`src/rtl/pcs_regs.vh`:
```
`ifndef PCS_REGS_VH
`define PCS_REGS_VH
// pad control reset values: everything cleared
`define PCS_PAD_RST 8'h00
// port a bit positions
`define PCS_A_BIT0 0
`define PCS_A_BIT1 1
`define PCS_A_BIT2 2
`define PCS_A_BIT3 3
`define PCS_A_BIT4 4
`define PCS_A_BIT5 5
// port b relocated i2c pins
`define PCS_B_SDA 6
`define PCS_B_SCL 7
// output-only pin (port a bit 5 slot unused for output); slew on by default
`define PCS_OUTONLY_SLEW_RST 1'b1
// function owner codes
`define PCS_OWN_PORT 3'h0
`define PCS_OWN_ALT1 3'h1
`define PCS_OWN_ALT2 3'h2
`define PCS_OWN_ALT3 3'h3
`define PCS_OWN_ALT4 3'h4
`endif

```
`src/rtl/pcs_pin_control.v`:
```
// Contract
// - per-pin pullup enable applies to inputs
// - pullup off whenever pin is output
// - pullup off under analog function control, except a3/a2 owned by the converter while i2c is on port a
// - rising-edge keyboard turns pullup into pulldown
// - per-pin slew enable limits transition rate
// - slew enable ignored on input pins
// - per-pin drive select chooses high drive
// - pad bits separate, act per pin
// - highest enabled priority function owns pin
// - comparator inputs outrank others on a1,a0
// - relocate select moves i2c, default a3/a2
// - comparator and converter share analog pin
// - reset: inputs hiz, no pullup except debug pin a4 (and a5 while reset pin enabled)
// - debug pin function on after any reset
// - reset-pin enable sticky until power-on reset
`timescale 1ns/1ps
`default_nettype none
`include "pcs_regs.vh"

module pcs_pin_control #(
  parameter integer NPIN = 8
) (
  // clock and resets
  input wire clk_sys,
  input wire srst,
  input wire por,
  // cpu pad register writes, one strobe per register
  input wire [NPIN-1:0] wr_data,
  input wire pa_pullup_we,
  input wire pb_pullup_we,
  input wire pa_slew_we,
  input wire pb_slew_we,
  input wire pa_drive_we,
  input wire pb_drive_we,
  // system option bits
  input wire opt_we,
  input wire reset_pin_enable_wr,
  input wire debug_pin_enable_wr,
  input wire i2c_pin_relocate_select_wr,
  // parallel io direction, 1 = output
  input wire [NPIN-1:0] pa_dir,
  input wire [NPIN-1:0] pb_dir,
  // peripheral enables
  input wire irq_en,
  input wire timer_clock_input_en,
  input wire cmp_out_en,
  input wire cmp_en,
  input wire spi_en,
  input wire sci_en,
  input wire i2c_en,
  input wire tpm_ch0_en,
  input wire tpm_ch1_en,
  input wire osc_en,
  input wire [7:0] kbd_en,
  input wire [7:0] kbd_rise,
  input wire [7:0] adc_en,
  // peripheral output drive requests per pin
  input wire [NPIN-1:0] pa_periph_oe,
  input wire [NPIN-1:0] pb_periph_oe,
  // pad controls
  output reg [NPIN-1:0] pa_pull_on,
  output reg [NPIN-1:0] pb_pull_on,
  output reg [NPIN-1:0] pa_pull_down,
  output reg [NPIN-1:0] pb_pull_down,
  output reg [NPIN-1:0] pa_slew_on,
  output reg [NPIN-1:0] pb_slew_on,
  output reg [NPIN-1:0] pa_high_drive,
  output reg [NPIN-1:0] pb_high_drive,
  // ownership
  output reg [3*NPIN-1:0] pa_owner,
  output reg [3*NPIN-1:0] pb_owner,
  output reg [NPIN-1:0] pa_analog,
  output reg [NPIN-1:0] pb_analog,
  output reg cmp_adc_shared,
  // option state
  output reg reset_pin_enable,
  output reg debug_pin_enable,
  output reg i2c_pin_relocate_select
);

  // ==========================================================
  // pad control registers
  reg [NPIN-1:0] pin_pullup_enable_bit_a;
  reg [NPIN-1:0] pin_pullup_enable_bit_b;
  reg [NPIN-1:0] pin_slew_enable_bit_a;
  reg [NPIN-1:0] pin_slew_enable_bit_b;
  reg [NPIN-1:0] pin_high_drive_bit_a;
  reg [NPIN-1:0] pin_high_drive_bit_b;

  // port a pad bits; kept apart from port data/direction, each bit acts alone
  always @(posedge clk_sys) begin
    if (srst) begin
      pin_pullup_enable_bit_a <= `PCS_PAD_RST;
      pin_slew_enable_bit_a <= `PCS_PAD_RST;
      pin_high_drive_bit_a <= `PCS_PAD_RST;
    end else begin
      if (pa_pullup_we) pin_pullup_enable_bit_a <= wr_data;
      if (pa_slew_we) pin_slew_enable_bit_a <= wr_data;
      if (pa_drive_we) pin_high_drive_bit_a <= wr_data;
    end
  end

  // port b pad bits; a write to one register never disturbs the others
  always @(posedge clk_sys) begin
    if (srst) begin
      pin_pullup_enable_bit_b <= `PCS_PAD_RST;
      pin_slew_enable_bit_b <= `PCS_PAD_RST;
      pin_high_drive_bit_b <= `PCS_PAD_RST;
    end else begin
      if (pb_pullup_we) pin_pullup_enable_bit_b <= wr_data;
      if (pb_slew_we) pin_slew_enable_bit_b <= wr_data;
      if (pb_drive_we) pin_high_drive_bit_b <= wr_data;
    end
  end

  // ==========================================================
  // system options
  // reset pin enable only clears on power-on, so system reset leaves it
  always @(posedge clk_sys) begin
    if (por) begin
      reset_pin_enable <= 1'b0;
    end else if (opt_we && reset_pin_enable_wr) begin
      reset_pin_enable <= 1'b1;
    end
  end

  always @(posedge clk_sys) begin
    if (srst || por) begin
      debug_pin_enable <= 1'b1;
      i2c_pin_relocate_select <= 1'b0;
    end else if (opt_we) begin
      debug_pin_enable <= debug_pin_enable_wr;
      i2c_pin_relocate_select <= i2c_pin_relocate_select_wr;
    end
  end

  // ==========================================================
  // priority arbitration
  wire i2c_on_a = i2c_en && !i2c_pin_relocate_select;
  wire i2c_on_b = i2c_en && i2c_pin_relocate_select;

  // picks highest enabled level; port is the fallback
  function [2:0] pick;
    input a1;
    input a2;
    input a3;
    input a4;
    begin
      if (a4) pick = `PCS_OWN_ALT4;
      else if (a3) pick = `PCS_OWN_ALT3;
      else if (a2) pick = `PCS_OWN_ALT2;
      else if (a1) pick = `PCS_OWN_ALT1;
      else pick = `PCS_OWN_PORT;
    end
  endfunction

  reg [3*NPIN-1:0] next_pa_owner;
  reg [3*NPIN-1:0] next_pb_owner;
  reg [NPIN-1:0] next_pa_analog;
  reg [NPIN-1:0] next_pb_analog;
  integer i;

  always @* begin
    next_pa_owner = {3*NPIN{1'b0}};
    next_pb_owner = {3*NPIN{1'b0}};
    next_pa_analog = {NPIN{1'b0}};
    next_pb_analog = {NPIN{1'b0}};
    // port a bit 5: irq, timer clock, reset pin
    next_pa_owner[3*5 +: 3] = pick(irq_en, timer_clock_input_en, 1'b0, reset_pin_enable);
    // port a bit 4: debug pin until its enable is cleared
    next_pa_owner[3*4 +: 3] = pick(1'b0, cmp_out_en, 1'b0, debug_pin_enable);
    // port a bits 3/2: keyboard, i2c, converter
    next_pa_owner[3*3 +: 3] = pick(kbd_en[3], i2c_on_a, adc_en[3], 1'b0);
    next_pa_owner[3*2 +: 3] = pick(kbd_en[2], i2c_on_a, adc_en[2], 1'b0);
    // comparator inputs top the list on a1/a0
    next_pa_owner[3*1 +: 3] = pick(kbd_en[1], 1'b0, adc_en[1], cmp_en);
    next_pa_owner[3*0 +: 3] = pick(kbd_en[0], tpm_ch0_en, adc_en[0], cmp_en);
    // converter keeps analog access even if comparator wins ownership
    next_pa_analog[1] = cmp_en || adc_en[1];
    next_pa_analog[0] = cmp_en || adc_en[0];
    next_pa_analog[3] = adc_en[3] && !i2c_on_a;
    next_pa_analog[2] = adc_en[2] && !i2c_on_a;
    // port b: oscillator, relocated i2c, spi/timer
    next_pb_owner[3*7 +: 3] = pick(1'b0, i2c_on_b, osc_en, 1'b0);
    next_pb_owner[3*6 +: 3] = pick(1'b0, i2c_on_b, osc_en, 1'b0);
    next_pb_owner[3*5 +: 3] = pick(1'b0, tpm_ch1_en, spi_en, 1'b0);
    next_pb_owner[3*4 +: 3] = pick(1'b0, spi_en, 1'b0, 1'b0);
    next_pb_analog[7] = osc_en;
    next_pb_analog[6] = osc_en;
    for (i = 0; i < 4; i = i + 1) begin
      // port b low nibble: keyboard, serial, converter on top
      next_pb_owner[3*i +: 3] = pick(kbd_en[4+i], (i >= 2) ? spi_en : sci_en,
                                     adc_en[4+i], 1'b0);
      next_pb_analog[i] = adc_en[4+i];
    end
  end

  // ==========================================================
  // pad drive outputs
  reg [NPIN-1:0] pa_is_out;
  reg [NPIN-1:0] pb_is_out;
  reg [NPIN-1:0] pa_rise;
  reg [NPIN-1:0] pb_rise;
  reg [NPIN-1:0] next_pa_pull;
  reg [NPIN-1:0] next_pb_pull;
  reg [NPIN-1:0] pa_pull_req;

  always @* begin
    pa_is_out = pa_dir | pa_periph_oe;
    pb_is_out = pb_dir | pb_periph_oe;
    pa_rise = {NPIN{1'b0}};
    pb_rise = {NPIN{1'b0}};
    pa_rise[3:0] = kbd_rise[3:0] & kbd_en[3:0];
    pb_rise[3:0] = kbd_rise[7:4] & kbd_en[7:4];
    // reset and debug functions pull up on their own
    pa_pull_req = pin_pullup_enable_bit_a;
    pa_pull_req[5] = pin_pullup_enable_bit_a[5] || reset_pin_enable;
    pa_pull_req[4] = pin_pullup_enable_bit_a[4] || debug_pin_enable;
    // outputs and analog use see no pull device, except a3/a2 under the converter while i2c is on port a
    next_pa_pull = pa_pull_req & ~pa_is_out & ~next_pa_analog;
    next_pb_pull = pin_pullup_enable_bit_b & ~pb_is_out & ~next_pb_analog;
  end

  // pull devices; registered so the pads never see a decode glitch,
  // at the price of one cycle of latency after any enable change
  always @(posedge clk_sys) begin
    if (srst) begin
      pa_pull_on <= {NPIN{1'b0}};
      pb_pull_on <= {NPIN{1'b0}};
      pa_pull_down <= {NPIN{1'b0}};
      pb_pull_down <= {NPIN{1'b0}};
    end else begin
      pa_pull_on <= next_pa_pull;
      pb_pull_on <= next_pb_pull;
      pa_pull_down <= next_pa_pull & pa_rise;
      pb_pull_down <= next_pb_pull & pb_rise;
    end
  end

  // slew and drive only matter while the pin drives; gating them on
  // inputs keeps a stale bit from showing on a listening pad
  always @(posedge clk_sys) begin
    if (srst) begin
      pa_slew_on <= {NPIN{1'b0}};
      pb_slew_on <= {NPIN{1'b0}};
      pa_high_drive <= {NPIN{1'b0}};
      pb_high_drive <= {NPIN{1'b0}};
    end else begin
      pa_slew_on <= pin_slew_enable_bit_a & pa_is_out;
      pb_slew_on <= pin_slew_enable_bit_b & pb_is_out;
      pa_high_drive <= pin_high_drive_bit_a & pa_is_out;
      pb_high_drive <= pin_high_drive_bit_b & pb_is_out;
    end
  end

  // ownership follows the enables with the same latency as the pads,
  // so a pin never shows a new owner with the old pull setting
  always @(posedge clk_sys) begin
    if (srst) begin
      pa_owner <= {3*NPIN{1'b0}};
      pb_owner <= {3*NPIN{1'b0}};
      pa_analog <= {NPIN{1'b0}};
      pb_analog <= {NPIN{1'b0}};
    end else begin
      pa_owner <= next_pa_owner;
      pb_owner <= next_pb_owner;
      pa_analog <= next_pa_analog;
      pb_analog <= next_pb_analog;
    end
  end

  // both analog users on one pin; neither is locked out of it
  always @(posedge clk_sys) begin
    if (srst) begin
      cmp_adc_shared <= 1'b0;
    end else begin
      cmp_adc_shared <= cmp_en && (adc_en[0] || adc_en[1]);
    end
  end

endmodule
`default_nettype wire

```
`config.mk`:
```
export PLATFORM = sky130hd
export DESIGN_NAME = pcs_pin_control
export DESIGN_NICKNAME = d
export VERILOG_FILES = /design/src/rtl/pcs_pin_control.v
export VERILOG_INCLUDE_DIRS = /design/src /design/src/rtl
export SDC_FILE = /design/constraint.sdc
export NUM_CORES = 1
export LEC_CHECK = 0
export BUFFER_PORTS_ARGS = -buffer_cell sky130_fd_sc_hd__buf_4
export CORE_MARGIN = 2
export CORE_UTILIZATION = 45
export CTS_CLUSTER_SIZE = 24
export DETAILED_ROUTE_END_ITERATION = 12
export GPL_TIMING_DRIVEN = 0
export PLACE_DENSITY = 0.83
export SKIP_CTS_REPAIR_TIMING = 1
export SYNTH_ARGS = -nofsm -noshare
export SYNTH_HDL_FRONTEND = slang
export SYNTH_SLANG_ARGS = --single-unit
export TNS_END_PERCENT = 30
```
`constraint.sdc`:
```
create_clock -name clk_sys -period 2.2 [get_ports clk_sys]
set_input_delay 0 -clock clk_sys [delete_from_list [all_inputs] [get_ports clk_sys]]
set_output_delay 0 -clock clk_sys [all_outputs]
set_load 0.01 [all_outputs]
```
==> impl_metrics.env <==
export IMPL_gr_usage_all_layers_pct=22.6
export IMPL_detail_route_wl_per_cell_microns=17.0
export IMPL_hpwl_microns=9260
export IMPL_io_pins=219
export IMPL_timing_hold_worst_class="in2reg"
export IMPL_cell_internal_pwr_mw=5.13
export IMPL_crit_path_end_kind="register"
export IMPL_reg_top3="pa_owner (14), pb_owner (12)"
export IMPL_synthToLayoutAreaGrowth_pct=68.8
export IMPL_pwr_share_seq_pct=41.6
export IMPL_synth_top_cell_by_area="sky130_fd_sc_hd__dfxtp_1"
export IMPL_clkPwrFrac_pct=46.8
export IMPL_antenna_cells=0
export IMPL_finalSetupViolations=0
export IMPL_yosysWarnings=0
export IMPL_clockRootBuffer="sky130_fd_sc_hd__clkbuf_8"
export IMPL_viasPerCell=4.69
export IMPL_port_buffer_count=179
export IMPL_achievable_frequency_mhz=506
export IMPL_clock_skew_final_ns=0.00720
export IMPL_power_leakage_nw=3.93
export IMPL_maxSlewViolCount=0
export IMPL_hold_start="pb_drive_we"
export IMPL_drc_errors=0
export IMPL_finalWeightedCongestion=0.770
export IMPL_final_hold_violation_count=0
export IMPL_first_pass_grt_wire_length_microns=19400
export IMPL_synthDistinctLibCells=25
export IMPL_irDropWorstVdd_uv=531
export IMPL_number_of_antenna_violations_at_the_first_check_in_global_routing=0
export IMPL_fp_dieArea_sq_mm=0.0114
export IMPL_timing_critical_path_from_type="input pin"
export IMPL_vias=4303
export IMPL_cts_buffers_inserted=17
export IMPL_core_region_area_sq_mm=0.0103
export IMPL_firstDrtPassIters=4
export IMPL_crit_path_max_fanout=3
export IMPL_nets=856
export IMPL_registers_top_by_ff_count="pa_owner"
export IMPL_power_frac_comb_pct=11.6
export IMPL_final_core_utilization_pct=77.8
export IMPL_cp_arrival_ns=2.43
export IMPL_crit_required_ns=2.65
export IMPL_timing_critical_path_cells="dlygate4sd3_1 > buf_4 > nor2_1 > dlygate4sd3_1 > and4b_1 > and3_1 > dlygate4sd3_1"
export IMPL_total_power_after_layout_mw=6.59
export IMPL_reg2reg_from="pin_pullup_enable_bit_a[3]"
export IMPL_largest_register_ff_count=14
export IMPL_worst_setup_hold_path_clk_slew_ns=0.06
export IMPL_die_width_microns=107
export IMPL_setup_reg_to_reg_worst_slack_ns=0.49
export IMPL_floorplan_rows=37
export IMPL_dp_cells=787
export IMPL_globalRoute_totalOverflow=0
export IMPL_synth_top_cell_area_share_pct=60.0
export IMPL_post_route_min_period_ns=1.98
export IMPL_cts_tree="done"
export IMPL_critPathMaxStageDelay_ns=0.65
export IMPL_drive_gt1_share_pct=33.4
export IMPL_worst_path_max_delay_cell="sky130_fd_sc_hd__dlygate4sd3_1"
export IMPL_ys_seq_elements=142
export IMPL_ys_seq_area_share_pct=60.0
export IMPL_initial_core_util_pct=46.1
export IMPL_reg2reg_depth=4
export IMPL_avgSynthCellArea_sq_um=10.7
export IMPL_min_delay_worst_endpoint="pin_high_drive_bit_b[4]"
export IMPL_timing_setup_critical_path_class="in2reg"
export IMPL_die_height_microns=107
export IMPL_synth_area_top_cells="sky130_fd_sc_hd__dfxtp_1 (60%), sky130_fd_sc_hd__mux2i_1 (11%), sky130_fd_sc_hd__nor2_1 (7.6%)"
export IMPL_global_route_usage_met3_pct=5.90
export IMPL_ctsLongestPathBuffers=2
export IMPL_grt_start_max_net_pins=17
export IMPL_rsz_0062_raised_after_global_routing="no"
export IMPL_final_min_period_over_clock_period_pct=89.9
export IMPL_power_switching_share_pct=22.1
export IMPL_cts_htree_levels=4
export IMPL_worst_pin_slew_ns=0.763
export IMPL_totalWireLength_microns=15600
export IMPL_slew_headroom_pct=49.1
export IMPL_netSwitchingPower_mw=1.46
export IMPL_power_density_cell_area_mw_per_mm2=824
export IMPL_grt_util_met2_pct=40.0
export IMPL_critical_path_top_cell_by_count="sky130_fd_sc_hd__dlygate4sd3_1"
export IMPL_insertion_delay_ns=0.52
export IMPL_final_setup_tns_ns=0
export IMPL_drv_max_cap_violation_count=0
export IMPL_reg2reg_to="pa_pull_down[3]"
export IMPL_min_path_cells=3
export IMPL_drt_initial_violations=168
export IMPL_route_antenna_remaining_nets=0
export IMPL_cts_num_sinks=142
export IMPL_use_met1_pct=26.1
export IMPL_run_status="finished, final reports clean"
export IMPL_fin_cells=918
export IMPL_via_count_of_the_first_global_routing_pass=3792
export IMPL_syn_cell_area_sq_mm=0.00474
export IMPL_netlist_instances=441
export IMPL_global_route_peak_usage_layer="met2"
-- kinds of logic after synthesis --
| family | count (synthesis) | synth area share [%] |
|---|---|---|
| mux | 50 | 10.6 |
| simple gates | 171 | 19.1 |
| buf+inv | 61 | 8.22 |
| flops | 142 | 60.0 |
| compound gates | 16 | 2.01 |
| other cells | 1 | 0.0792 |
-- synth_stat cells --
| master | n |
|---|---|
| sky130_fd_sc_hd__buf_4 | 38 |
| sky130_fd_sc_hd__buf_6 | 1 |
| sky130_fd_sc_hd__and3_1 | 14 |
| sky130_fd_sc_hd__nor3_1 | 2 |
| sky130_fd_sc_hd__or2_2 | 2 |
| sky130_fd_sc_hd__inv_1 | 3 |
| sky130_fd_sc_hd__a21oi_2 | 2 |
| sky130_fd_sc_hd__buf_2 | 8 |
| sky130_fd_sc_hd__or4b_4 | 2 |
| sky130_fd_sc_hd__o21ai_0 | 2 |
| sky130_fd_sc_hd__nor3b_1 | 36 |
| sky130_fd_sc_hd__buf_1 | 7 |
| sky130_fd_sc_hd__conb_1 | 1 |
| sky130_fd_sc_hd__and4b_1 | 2 |
| sky130_fd_sc_hd__nand2b_1 | 1 |
| sky130_fd_sc_hd__nor2b_1 | 9 |
| sky130_fd_sc_hd__o21a_1 | 3 |
| sky130_fd_sc_hd__nand2_1 | 1 |
| sky130_fd_sc_hd__mux2i_1 | 50 |
| sky130_fd_sc_hd__clkbuf_1 | 4 |
| sky130_fd_sc_hd__a21oi_1 | 9 |
| sky130_fd_sc_hd__nor4b_1 | 5 |
| sky130_fd_sc_hd__nor2_1 | 96 |
| sky130_fd_sc_hd__dfxtp_1 | 142 |
| sky130_fd_sc_hd__and2_1 | 1 |
-- stage by stage --
stage	area [sq um]	hold WS (ns)	worst slack, ns
detailed placement	6370	0.176	0.964
CTS	7000	-0.372	1.04
finish	8000	0.0746	0.222
global route	8000	0.0647	0.235
global placement	6370	0.171	0.945
floorplan	4850	0.0724	1.14
-- power groups by stage --
| stage | sequential, mW | combinational, mW | clock (mW) |
|---|---|---|---|
| floorplan | 2.81 | 0.274 | 0 |
| global placement | 2.78 | 0.595 | 0 |
| global route | 2.75 | 0.817 | 3.23 |
| detailed placement | 2.79 | 0.611 | 0 |
| CTS | 2.74 | 0.616 | 3.09 |
| finish | 2.74 | 0.766 | 3.08 |
-- per-layer routing --
metal / part of all wire (%) / vias to the layer above
met5: 0 / -
met4: 2.3 / 0
met3: 5.8 / 30
met2: 53 / 195
met1: 39 / 2036
li1: - / 2042
-- worst max-delay path: cells and delay by family --
| family | cells | cell delay, ns |
|---|---|---|
| buffers and inverters | 4 | 1.89 |
| and+or+nand+nor | 3 | 0.56 |
-- cell usage in the layout (no fill, tap or decap), drive strengths merged, types with 9 or more instances in the layout --
cell type	instances
nor3b	36
a21oi	11
dlygate4sd3	99
conb	32
nor2b	9
and3	14
buf	233
dfxtp	142
nor2	96
clkbuf	26
mux2i	50
-- how the worst max path moves through the flow --
| stage | start | end | depth (start not counted) |
|---|---|---|---|
| 2_1_floorplan | pin_pullup_enable_bit_a[2] | pa_pull_down[2] | 3 |
| 3_3_place_gp | srst | pa_pull_on[7] | 4 |
| 3_5_place_dp | srst | pa_pull_on[7] | 4 |
| 4_1_cts | pin_pullup_enable_bit_a[2] | pa_pull_down[2] | 3 |
| 5_1_grt | pa_dir[0] | pa_pull_down[0] | 7 |
| 6_report | pa_dir[0] | pa_pull_down[0] | 7 |
-- layout make-up --
cell class | instances | area, sq um
plain buffers | 58 | 378
clock buffers | 22 | 453
clock inverters | 10 | 185
fillers | 632 | 2280
inverters | 3 | 11.3
multi-input cells | 269 | 1620
flip-flops and latches | 142 | 2840
well taps | 136 | 170
repair buffers | 278 | 2330
No activity file was read; power rests on OpenSTA's default activity.
